[src/common/ddr_pkg.sv]
// Purpose: Shared constants and types for the double-data-rate pin register cell.
// Assumes: One system clock; both of its edges are used by the pin registers.
// Notes: Every reset value and size used by more than one file lives here.
package ddr_pkg;

  // ----------------------------------------------------------------
  // Sizes
  // ----------------------------------------------------------------
  localparam int PIN_WIDTH = 8;
  localparam int FIFO_DEPTH = 8;
  localparam int SYNC_STAGES = 2;

  // ----------------------------------------------------------------
  // Reset values
  // ----------------------------------------------------------------
  localparam logic CLEAR_VALUE = 1'b0;
  localparam logic PRESET_VALUE = 1'b1;

  // ----------------------------------------------------------------
  // Types
  // ----------------------------------------------------------------
  typedef enum logic [1:0] {
    MODE_INPUT = 2'b00,
    MODE_OUTPUT = 2'b01,
    MODE_BIDIR = 2'b10,
    MODE_OFF = 2'b11
  } pin_mode_t;

  typedef enum logic [1:0] {
    DIR_IDLE = 2'b00,
    DIR_DRIVE = 2'b01,
    DIR_TURN = 2'b10
  } dir_state_t;

endpackage

[src/hw/ddr_fifo.sv]
// Purpose: Small synchronous FIFO standing in the output data path.
// Assumes: One clock, asynchronous active-low reset.
// Notes: Read data come from a register; full and empty are exact.
`timescale 1ns/10ps
module ddr_fifo #(
  parameter int WIDTH = 16,
  parameter int DEPTH = 8
) (
  input wire logic clk,
  input wire logic resetn,
  input wire logic wrValid,
  output logic wrReady,
  input wire logic [WIDTH-1:0] wrData,
  output logic rdValid,
  input wire logic rdReady,
  output logic [WIDTH-1:0] rdData
);

  localparam int AW = $clog2(DEPTH);

  logic [WIDTH-1:0] mem [DEPTH];
  logic [AW-1:0] wrPtr_r;
  logic [AW-1:0] rdPtr_r;
  logic [AW:0] count_r;
  logic [WIDTH-1:0] head_r;
  logic headValid_r;
  logic doWrite;
  logic doPop;
  logic loadHead;

  // ----------------------------------------------------------------
  // Storage
  // ----------------------------------------------------------------
  // The head word is held in its own register so that the read data
  // never come straight from the storage array.
  // The count includes the head word, so the FIFO never holds more than DEPTH words.
  assign wrReady = (count_r != DEPTH[AW:0]);
  assign doWrite = wrValid && wrReady;
  assign doPop = rdValid && rdReady;
  assign loadHead = (count_r != {{AW{1'b0}}, headValid_r}) && (!headValid_r || doPop);
  assign rdValid = headValid_r;
  assign rdData = head_r;

  always_ff @(posedge clk) begin
    if (doWrite) begin
      mem[wrPtr_r] <= wrData;
    end
  end

  always_ff @(posedge clk or negedge resetn) begin
    if (!resetn) begin
      wrPtr_r <= '0;
    end else if (doWrite) begin
      wrPtr_r <= (wrPtr_r == AW'(DEPTH - 1)) ? '0 : wrPtr_r + 1'b1;
    end
  end

  always_ff @(posedge clk or negedge resetn) begin
    if (!resetn) begin
      rdPtr_r <= '0;
    end else if (loadHead) begin
      rdPtr_r <= (rdPtr_r == AW'(DEPTH - 1)) ? '0 : rdPtr_r + 1'b1;
    end
  end

  always_ff @(posedge clk or negedge resetn) begin
    if (!resetn) begin
      count_r <= '0;
    end else begin
      count_r <= count_r + (doWrite ? 1'b1 : 1'b0) - (doPop ? 1'b1 : 1'b0);
    end
  end

  always_ff @(posedge clk or negedge resetn) begin
    if (!resetn) begin
      head_r <= '0;
      headValid_r <= 1'b0;
    end else if (loadHead) begin
      head_r <= mem[rdPtr_r];
      headValid_r <= 1'b1;
    end else if (doPop) begin
      headValid_r <= 1'b0;
    end
  end

endmodule

[src/hw/ddr_out_stage.sv]
// Purpose: Output register pair, clock-driven pin multiplexer and output-enable registers.
// Assumes: Loads on the rising edge of clk; the enable register pair ends on the falling edge.
// Notes: The pin multiplexer is steered by clk itself, so the pin changes twice per period.
`timescale 1ns/10ps
module ddr_out_stage #(
  parameter int WIDTH = 8,
  parameter logic RESET_VALUE = 1'b0
) (
  input wire logic clk,
  input wire logic resetn,
  input wire logic syncClear,
  input wire logic load,
  input wire logic [WIDTH-1:0] firstBit,
  input wire logic [WIDTH-1:0] secondBit,
  input wire logic driveReq,
  output logic [WIDTH-1:0] pinOut,
  output logic driveNow
);

  logic [WIDTH-1:0] firstBit_r;
  logic [WIDTH-1:0] secondBit_r;
  logic drivePos_r;
  logic driveNeg_r;

  // ----------------------------------------------------------------
  // Output registers
  // ----------------------------------------------------------------
  always_ff @(posedge clk or negedge resetn) begin
    if (!resetn) begin
      firstBit_r <= {WIDTH{RESET_VALUE}};
      secondBit_r <= {WIDTH{RESET_VALUE}};
    end else if (syncClear) begin
      firstBit_r <= {WIDTH{RESET_VALUE}};
      secondBit_r <= {WIDTH{RESET_VALUE}};
    end else if (load) begin
      firstBit_r <= firstBit;
      secondBit_r <= secondBit;
    end
  end

  // High phase carries the first bit, low phase the second.
  assign pinOut = clk ? firstBit_r : secondBit_r;

  // ----------------------------------------------------------------
  // Output-enable registers
  // ----------------------------------------------------------------
  // The rising-edge register meets the logic timing; the falling-edge one
  // delays the enable half a period so the bus turns around cleanly.
  always_ff @(posedge clk or negedge resetn) begin
    if (!resetn) begin
      drivePos_r <= 1'b0;
    end else if (syncClear) begin
      drivePos_r <= 1'b0;
    end else begin
      drivePos_r <= driveReq;
    end
  end

  always_ff @(negedge clk or negedge resetn) begin
    if (!resetn) begin
      driveNeg_r <= 1'b0;
    end else if (syncClear) begin
      driveNeg_r <= 1'b0;
    end else begin
      driveNeg_r <= drivePos_r;
    end
  end

  assign driveNow = driveNeg_r;

endmodule

[src/hw/ddr_io_register_path.sv]
// What this block does
// - Six registers clock data on both the rising and the falling edge of the clock.
// - In input mode two input registers capture the double-rate data, one on each edge.
// - An input latch stage holds the bit seen while the clock is high so it can be captured.
// - Both captured bits reach the logic side aligned to the rising edge; the falling setting only pairs them at the falling edge first.
// - In output mode two output registers load the two logic-side streams on the rising edge.
// - The two output values are multiplexed by the clock so the pin toggles at twice the clock rate.
// - The pin carries the first bit while the clock is high and the second while it is low.
// - Bidirectional mode joins the input capture and the output drive on one shared pin.
// - A falling-edge output-enable register keeps the enable off until the falling edge after its request.
// - The output clock enable defaults high so the output registers load on every active edge; here ceOut has no default and loads need outLoad.
// - With the output clock enable low the output registers keep their contents.
// - The tristate control is active high by default and can be inverted to active low.
// - Without strobe phase-shift circuitry the read strobe is ignored and capture uses the clock.
// - Latch capture is offered only on data pins and the strobe input only on strobe pins.
// - On strobe pins the synchronised strobe edge qualifies the capture valid flag, not the data input registers.
// - All capture and output data registers share one clear or preset choice and also have a synchronous reset.
//
// Purpose: Double-data-rate pin register cell between logic cells and an external memory bus.
// Assumes: clk at 100 MHz; both edges used; pins already resolved into in, out and enable.
// Notes: The output side is buffered by a FIFO so the logic side sees valid/ready back-pressure.
`timescale 1ns/10ps
module ddr_io_register_path #(
  parameter int WIDTH = ddr_pkg::PIN_WIDTH,
  parameter int DEPTH = ddr_pkg::FIFO_DEPTH,
  parameter bit USE_PRESET = 1'b0,
  parameter bit DATA_PIN = 1'b1,
  parameter bit STROBE_PIN = 1'b0,
  parameter bit PHASE_SHIFT_BANK = 1'b1,
  parameter bit ALIGN_FALLING = 1'b0,
  parameter bit OE_ACTIVE_LOW = 1'b0
) (
  input wire logic clk,
  input wire logic resetn,
  input wire logic syncClear,
  input wire logic [1:0] pinMode,
  input wire logic [WIDTH-1:0] padIn,
  output logic [WIDTH-1:0] padOut,
  output logic padOeN,
  input wire logic strobeIn,
  input wire logic useStrobe,
  input wire logic ceIn,
  input wire logic ceOut,
  input wire logic triCtl,
  input wire logic wrValid,
  output logic wrReady,
  input wire logic [WIDTH-1:0] wrFirst,
  input wire logic [WIDTH-1:0] wrSecond,
  output logic [WIDTH-1:0] rdFirst,
  output logic [WIDTH-1:0] rdSecond,
  output logic rdValid,
  output logic driving
);

  // ----------------------------------------------------------------
  // Shared reset choice
  // ----------------------------------------------------------------
  // One constant per cell: every capture and output data register takes the same clear or preset.
  localparam logic RST_BIT = USE_PRESET ? ddr_pkg::PRESET_VALUE : ddr_pkg::CLEAR_VALUE;
  localparam logic [WIDTH-1:0] RST_WORD = {WIDTH{RST_BIT}};
  localparam bit STROBE_ALLOWED = STROBE_PIN && PHASE_SHIFT_BANK;
  localparam bit LATCH_ALLOWED = DATA_PIN;

  ddr_pkg::pin_mode_t mode;
  ddr_pkg::dir_state_t dirState_r;
  ddr_pkg::dir_state_t dirState_nxt;
  logic inputActive;
  logic outputActive;
  logic [WIDTH-1:0] riseCap_r;
  logic [WIDTH-1:0] fallCap_r;
  logic [WIDTH-1:0] highHold_r;
  logic [WIDTH-1:0] alignFirst_r;
  logic [WIDTH-1:0] alignSecond_r;
  logic [WIDTH-1:0] pairFirst_r;
  logic [WIDTH-1:0] pairSecond_r;
  logic pairValid_r;
  logic [ddr_pkg::SYNC_STAGES:0] strobeSync_r;
  logic strobeEdge;
  logic captureEn;
  logic alignEn;
  logic fifoValid;
  logic fifoReady;
  logic [2*WIDTH-1:0] fifoData;
  logic outLoad;
  logic driveReq;
  logic driveNow;
  logic [WIDTH-1:0] stageOut;
  logic triActive;

  assign mode = ddr_pkg::pin_mode_t'(pinMode);

  // Off mode parks both paths, so a spare cell neither captures nor drives.
  always_comb begin
    inputActive = 1'b0;
    outputActive = 1'b0;
    case (mode)
      ddr_pkg::MODE_INPUT: begin
        inputActive = 1'b1;
      end
      ddr_pkg::MODE_OUTPUT: begin
        outputActive = 1'b1;
      end
      ddr_pkg::MODE_BIDIR: begin
        inputActive = 1'b1;
        outputActive = 1'b1;
      end
      default: begin
        inputActive = 1'b0;
        outputActive = 1'b0;
      end
    endcase
  end

  // ----------------------------------------------------------------
  // Read strobe qualification
  // ----------------------------------------------------------------
  // The strobe arrives from the pin, so it is synchronised before its edge
  // is looked for; this costs latency but keeps one clock domain.
  always_ff @(posedge clk or negedge resetn) begin
    if (!resetn) begin
      strobeSync_r <= '0;
    end else begin
      strobeSync_r <= {strobeSync_r[ddr_pkg::SYNC_STAGES-1:0], strobeIn};
    end
  end

  assign strobeEdge = strobeSync_r[ddr_pkg::SYNC_STAGES] ^ strobeSync_r[ddr_pkg::SYNC_STAGES-1];

  // Without phase-shift support the strobe is dropped and the clock rules.
  always_comb begin
    if (STROBE_ALLOWED && useStrobe) begin
      captureEn = ceIn && inputActive && strobeEdge;
    end else begin
      captureEn = ceIn && inputActive;
    end
  end

  // ----------------------------------------------------------------
  // Input capture registers
  // ----------------------------------------------------------------
  always_ff @(posedge clk or negedge resetn) begin
    if (!resetn) begin
      riseCap_r <= RST_WORD;
    end else if (syncClear) begin
      riseCap_r <= RST_WORD;
    end else begin
      riseCap_r <= padIn;
    end
  end

  always_ff @(negedge clk or negedge resetn) begin
    if (!resetn) begin
      fallCap_r <= RST_WORD;
    end else if (syncClear) begin
      fallCap_r <= RST_WORD;
    end else begin
      fallCap_r <= padIn;
    end
  end

  // The hold stage takes the rising capture at the falling edge and keeps it
  // through the low phase, which is what a high-transparent latch does
  // at its output, but without a real latch in the netlist.
  always_ff @(negedge clk or negedge resetn) begin
    if (!resetn) begin
      highHold_r <= RST_WORD;
    end else if (syncClear) begin
      highHold_r <= RST_WORD;
    end else if (LATCH_ALLOWED) begin
      highHold_r <= riseCap_r;
    end else begin
      highHold_r <= RST_WORD;
    end
  end

  // ----------------------------------------------------------------
  // Alignment to one edge
  // ----------------------------------------------------------------
  // Falling alignment: both bits are ready at the falling edge.
  // Rising alignment: one more rising register gathers both.
  assign alignEn = captureEn;

  always_ff @(posedge clk or negedge resetn) begin
    if (!resetn) begin
      alignFirst_r <= RST_WORD;
    end else if (syncClear) begin
      alignFirst_r <= RST_WORD;
    end else begin
      alignFirst_r <= ALIGN_FALLING ? pairFirst_r : highHold_r;
    end
  end

  always_ff @(posedge clk or negedge resetn) begin
    if (!resetn) begin
      alignSecond_r <= RST_WORD;
    end else if (syncClear) begin
      alignSecond_r <= RST_WORD;
    end else begin
      alignSecond_r <= ALIGN_FALLING ? pairSecond_r : fallCap_r;
    end
  end

  always_ff @(negedge clk or negedge resetn) begin
    if (!resetn) begin
      pairFirst_r <= RST_WORD;
    end else if (syncClear) begin
      pairFirst_r <= RST_WORD;
    end else begin
      pairFirst_r <= riseCap_r;
    end
  end

  always_ff @(negedge clk or negedge resetn) begin
    if (!resetn) begin
      pairSecond_r <= RST_WORD;
    end else if (syncClear) begin
      pairSecond_r <= RST_WORD;
    end else begin
      pairSecond_r <= padIn;
    end
  end

  always_ff @(posedge clk or negedge resetn) begin
    if (!resetn) begin
      pairValid_r <= 1'b0;
    end else if (syncClear) begin
      pairValid_r <= 1'b0;
    end else begin
      pairValid_r <= alignEn;
    end
  end

  assign rdFirst = alignFirst_r;
  assign rdSecond = alignSecond_r;
  assign rdValid = pairValid_r;

  // ----------------------------------------------------------------
  // Output buffering
  // ----------------------------------------------------------------
  ddr_fifo #(
    .WIDTH(2 * WIDTH),
    .DEPTH(DEPTH)
  ) u_fifo (
    .clk(clk),
    .resetn(resetn),
    .wrValid(wrValid),
    .wrReady(wrReady),
    .wrData({wrFirst, wrSecond}),
    .rdValid(fifoValid),
    .rdReady(fifoReady),
    .rdData(fifoData)
  );

  // A low output clock enable stalls the FIFO, so the registers keep their
  // words and the writer sees the FIFO fill and ready fall.
  assign fifoReady = ceOut && outputActive && (dirState_r != ddr_pkg::DIR_TURN);
  assign outLoad = fifoReady && fifoValid;

  // ----------------------------------------------------------------
  // Bus direction
  // ----------------------------------------------------------------
  // Drive is requested while data flow; one idle cycle separates a burst
  // end from the next use so the enable drops before reads return.
  always_comb begin
    dirState_nxt = dirState_r;
    case (dirState_r)
      ddr_pkg::DIR_IDLE: begin
        if (outLoad) begin
          dirState_nxt = ddr_pkg::DIR_DRIVE;
        end
      end
      ddr_pkg::DIR_DRIVE: begin
        if (!outLoad) begin
          dirState_nxt = ddr_pkg::DIR_TURN;
        end
      end
      ddr_pkg::DIR_TURN: begin
        dirState_nxt = ddr_pkg::DIR_IDLE;
      end
      default: begin
        dirState_nxt = ddr_pkg::DIR_IDLE;
      end
    endcase
  end

  always_ff @(posedge clk or negedge resetn) begin
    if (!resetn) begin
      dirState_r <= ddr_pkg::DIR_IDLE;
    end else if (syncClear) begin
      dirState_r <= ddr_pkg::DIR_IDLE;
    end else begin
      dirState_r <= dirState_nxt;
    end
  end

  // The tristate control may be inverted once per cell.
  assign triActive = OE_ACTIVE_LOW ? !triCtl : triCtl;
  assign driveReq = outputActive && triActive && (outLoad || dirState_r == ddr_pkg::DIR_DRIVE);

  ddr_out_stage #(
    .WIDTH(WIDTH),
    .RESET_VALUE(RST_BIT)
  ) u_out (
    .clk(clk),
    .resetn(resetn),
    .syncClear(syncClear),
    .load(outLoad),
    .firstBit(fifoData[2*WIDTH-1:WIDTH]),
    .secondBit(fifoData[WIDTH-1:0]),
    .driveReq(driveReq),
    .pinOut(stageOut),
    .driveNow(driveNow)
  );

  assign padOut = stageOut;
  assign padOeN = !driveNow;
  assign driving = driveNow;

endmodule

[config.mk]
export PLATFORM = sky130hd
export DESIGN_NAME = ddr_io_register_path
export DESIGN_NICKNAME = d
export VERILOG_FILES = /design/src/common/ddr_pkg.sv /design/src/hw/ddr_fifo.sv /design/src/hw/ddr_out_stage.sv /design/src/hw/ddr_io_register_path.sv
export SDC_FILE = /design/constraint.sdc
export NUM_CORES = 1
export LEC_CHECK = 0
export BUFFER_PORTS_ARGS = -buffer_cell sky130_fd_sc_hd__buf_4
export CAP_MARGIN = 0
export CORE_MARGIN = 8
export CORE_UTILIZATION = 55
export CTS_CLUSTER_DIAMETER = 30
export CTS_CLUSTER_SIZE = 40
export DETAILED_ROUTE_END_ITERATION = 8
export GPL_TIMING_DRIVEN = 0
export PLACE_DENSITY = 0.84
export SLEW_MARGIN = 20
export SYNTH_ARGS = -nofsm -noshare
export SYNTH_HDL_FRONTEND = slang
export SYNTH_SLANG_ARGS = --single-unit
[constraint.sdc]
create_clock -name clk -period 3.3 [get_ports clk]
set_input_delay 0.66 -clock clk [delete_from_list [all_inputs] [get_ports clk]]
set_output_delay 0.66 -clock clk [all_outputs]
set_load 0.03 [all_outputs]
======== Word level (Yosys, flattened, before mapping) ========
Memories as Yosys holds them, arrays and structs flattened. A register that Yosys moved wholly into a read port is not among the register bits.
Index checks and enable logic that the tools add are counted.
word-level totals
  RAM bits ................................ 128
  output and inout bits ................... 28
  register bits after elaboration ......... 72
  memories ................................ 1
cells by class
  $add $sub $neg .......................... 4
  mux-type cells .......................... 26
  eq/ne operators ......................... 10
  reduce and logical (&&, ||, !) cells .... 20
memory list
  memory      words  width  rd ports  clocked after Yosys merged registers in  wr ports  line            text
  u_fifo.mem  8      16     1         1                                        1         ddr_fifo.sv:21  logic [WIDTH-1:0] mem [DEPTH];
operators with widths
  kind                                                              count
  8-bit 2-to-1 mux                                                  9
  1-bit 2-to-1 mux                                                  11
  1-bit logical AND                                                 8
  3-bit by 1-bit adder with 3-bit output (second input constant)    2
  3-bit == test (second input constant)                             2
  2-bit 2-to-1 mux                                                  3
  3-bit 2-to-1 mux                                                  2
  3-bit inequality test (second input constant)                     2
  4-bit adder                                                       1
  2-bit by 1-bit == test with 1-bit output (second input constant)  2
  2-bit zero test                                                   2
  4-bit by 1-bit inequality test with 1-bit output                  1
  4-bit inequality test (second input constant)                     1
  2-bit case mux with 2 select lines                                1
  2-bit nonzero test                                                2
  2-bit OR reduction                                                2
  4-bit subtractor                                                  1
  1-bit zero test                                                   3
  2-bit == test (second input constant)                             1
  1-bit logical OR                                                  2
  2-bit inequality test (second input constant)                     1
  2-bit AND reduction                                               1

======== Logic depth before layout (Yosys ltp) ========
  word-level depth ........................ 9
  depth in mapped cells ................... 11
  mapped depth without buffers ............ 10

======== Hierarchy ========
From an unflattened synthesis, not the netlist that was laid out.
unflattened totals
  cell total of the unflattened synthesis .. 501
  area, all modules ....................... 8466.9 um^2
modules (own cells, without submodules)
  module                cells an instance  area each (um^2)  times used
  ddr_fifo              339                6221.0            1
  ddr_io_register_path  97                 1426.4            1
  ddr_out_stage         65                 819.5             1

==> flow_metrics.py <==
metrics = {
    "finish": {
        "final_nets": 604,
        "fin_cells": 771,
        "syn2layout_area_growth_pct": 26.1,
        "fillers": 870,
        "final_cell_mix": "edfxtp_1, dfrtp_1, buf_4",
        "antenna_cells": 0,
        "drive_gt1_share_pct": 37.2,
        "fin_util_pct": 69.9,
        "design_area_sq_um": 10500,
        "final_common_cell": "edfxtp_1",
    },
    "clocking": {
        "insertion_delay_ps": 640,
        "cts_tree": "yes",
        "clkTransAtPathRegs_ps": 50,
        "hold_buffers": 0,
    },
    "hold_path": {
        "min_path_type": "primary input to asynchronous set/reset pin",
    },
    "logic_synthesis": {
        "avgSynthCellArea_sq_um": 18.9,
        "netlist_instances": 441,
        "synth_area_leaders": "edfxtp_1, dfrtp_1, mux4_1",
        "synth_warnings": 0,
        "synth_area_sq_um": 8340,
        "synth-main-ff-cell": "edfxtp_1",
        "synth_top_cell_area_share_pct": 46.1,
        "synth_seq_area_share_pct": 72.5,
        "synth.distinct_cells": 32,
        "synth.largest_area_cell": "edfxtp_1",
        "synth-seq-cells": 216,
        "syn_nets": 489,
        "synth_edf_count": 128,
        "async_reset_ff_share_pct": 40.7,
    },
    "placement": {
        "pre_cts_ws_ps": 14.2,
        "port-buffer-count": 59,
        "gp_congestion": 0.737,
        "dp_hpwl_mm": 10.6,
        "dp.cells": 702,
        "placement.cell_area_sq_um": 9170,
    },
    "critical_path": {
        "reg2reg_slack_ps": 840,
        "crit_buf_inv": 1,
        "critPathLaunchType": "flip-flop",
        "critPathMaxStageDelay_ps": 420,
        "worst_ep_required_time_ps": 2640,
        "cp.arrival_ps": 2890,
        "path_max_fanout": 2,
        "worstSetupEndpointType": "primary output",
        "crit_path_cell_trace": "buf_4",
        "path_class": "flip-flop to primary output",
        "crit_slowest_cell": "dfrtn_1",
        "cp_top_family": "flip-flops",
    },
    "floorplan": {
        "core-area_sq_um": 15000,
        "die_h_um": 139,
        "initial_core_util_pct": 55.4,
        "num_rows": 45,
        "design.die.area_sq_um": 19400,
        "die_x_um": 139,
        "ios": 63,
    },
    "global_route": {
        "antenna_found_initial": 0,
        "grt_pass1_wl_mm": 27.5,
        "globalRouteTotalUtil_pct": 19.2,
        "grt_start_max_net_pins": 89,
        "grt_pass1_vias": 4982,
        "overflow": 0,
    },
    "sta": {
        "final_max_slew_viol_count": 0,
        "max_slew_margin_pct": 48.7,
        "setup_violations": 2,
        "fin_ws_ps": -252,
        "skew_ps": 37.5,
        "tightest_slew_ps": 769,
        "tns_ps": -500,
        "hold_violations": 0,
        "whs_ps": 72.3,
        "grt_setup_unrepaired": "true",
    },
    "power": {
        "pwr_density_cell_nw_per_um2": 926,
        "fin_total_pwr_mw": 9.74,
        "peakVddDrop_mv": 0.715,
        "leakagePower_nw": 4.33,
    },
    "outcome": {
        "violations": "setup timing",
        "status": "finished, violations left",
    },
    "flow_run": {
        "maxCapViolCount": 0,
    },
    "drt": {
        "drt_iter0_drc": 319,
        "wl_per_cell_um": 22.7,
        "dr.pass1.iters": 4,
        "wl_mm": 17.5,
        "drc": 0,
        "vias": 4352,
        "vias_per_cell": 5.64,
        "ant_nets": 0,
    },
}
## path summary, 6_finish.rpt
kind,startpoint,endpoint,cells after the start
min,resetn,rdValid,1
min in group clk,wrSecond[4],u_fifo.mem[7][4],1
min reg2reg,dirState_r[1],dirState_r[0],1
max,u_out.driveNow,driving,1
max reg2reg,u_fifo.count_r[2],u_fifo.count_r[2],8
max in group asynchronous,resetn,fallCap_r[1],1
## timing repair
| item | 4_1_cts | 5_1_grt |
|---|---|---|
| hold endpoints to repair | 0 | 0 |
| resized for setup | 9 | 1 |
| setup buffers | 0 | 0 |
| endpoints found under the setup margin | 10 | 2 |
## synthesized netlist by cell type, types with 2 or more instances
master / number
mux4_2: 12
mux2_2: 44
mux2i_1: 17
buf_2: 4
nor3_1: 6
dfrtp_1: 71
nor2b_1: 34
nor2_1: 21
mux4_1: 20
dfrtn_1: 17
xor2_1: 2
edfxtp_1: 128
nand2_1: 6
ha_1: 12
buf_6: 6
nand2b_1: 3
inv_1: 12
clkbuf_1: 11
a21o_1: 2
## sequential cells by signal, indices dropped and copies added (netlist names)
signal             flops
u_fifo.mem           128
u_fifo.rdData         16
fallCap_r              8
highHold_r             8
rdFirst                8
rdSecond               8
riseCap_r              8
u_out.firstBit_r       8
u_out.secondBit_r      8
u_fifo.count_r         4
u_fifo.rdPtr_r         3
u_fifo.wrPtr_r         3
dirState_r             2
rdValid                1
u_fifo.rdValid         1
u_out.driveNow         1
u_out.drivePos_r       1
## area by class of cell
cell class                      instances  area, sq um  area share [%]
Buffer                                 20          125            1.19
Inverter                               12         45.0           0.428
Sequential cell                       216         6050            57.5
Clock inverter                         23          206            1.96
Multi-Input combinational cell        192         2160            20.5
Clock buffer                           55         1180            11.2
Timing Repair Buffer                   65          515            4.90
Tap cell                              188          235            2.24
## cell families (layout without fill, tap and decap cells)
kind of cell             Yosys count  in the layout  synth area share (%)
flip-flops                       216            216                  72.5
multiplexers                      93             93                  17.5
AND/OR/NAND/NOR                   75             75                  4.79
buffers and inverters             33            175                  2.09
adder cells (fa/ha/maj)           13             13                  2.04
AO/OA/AOI/OAI                      8              8                 0.705
XOR/XNOR                           3              3                 0.315
## per-layer routing
layer  global-route usage (%)  wire length [um]
met1                     20.7              6580
met4                     10.5               486
met2                     32.3              9060
met5                        0                 0
met3                     7.40              1420
## where the power goes
group          switching, mW  internal [mW]  leakage, nW
clock                   1.52           2.61        0.735
combinational           1.03           1.01         1.30
sequential             0.225           3.34         2.29
Power figures use the tool's default switching activity.
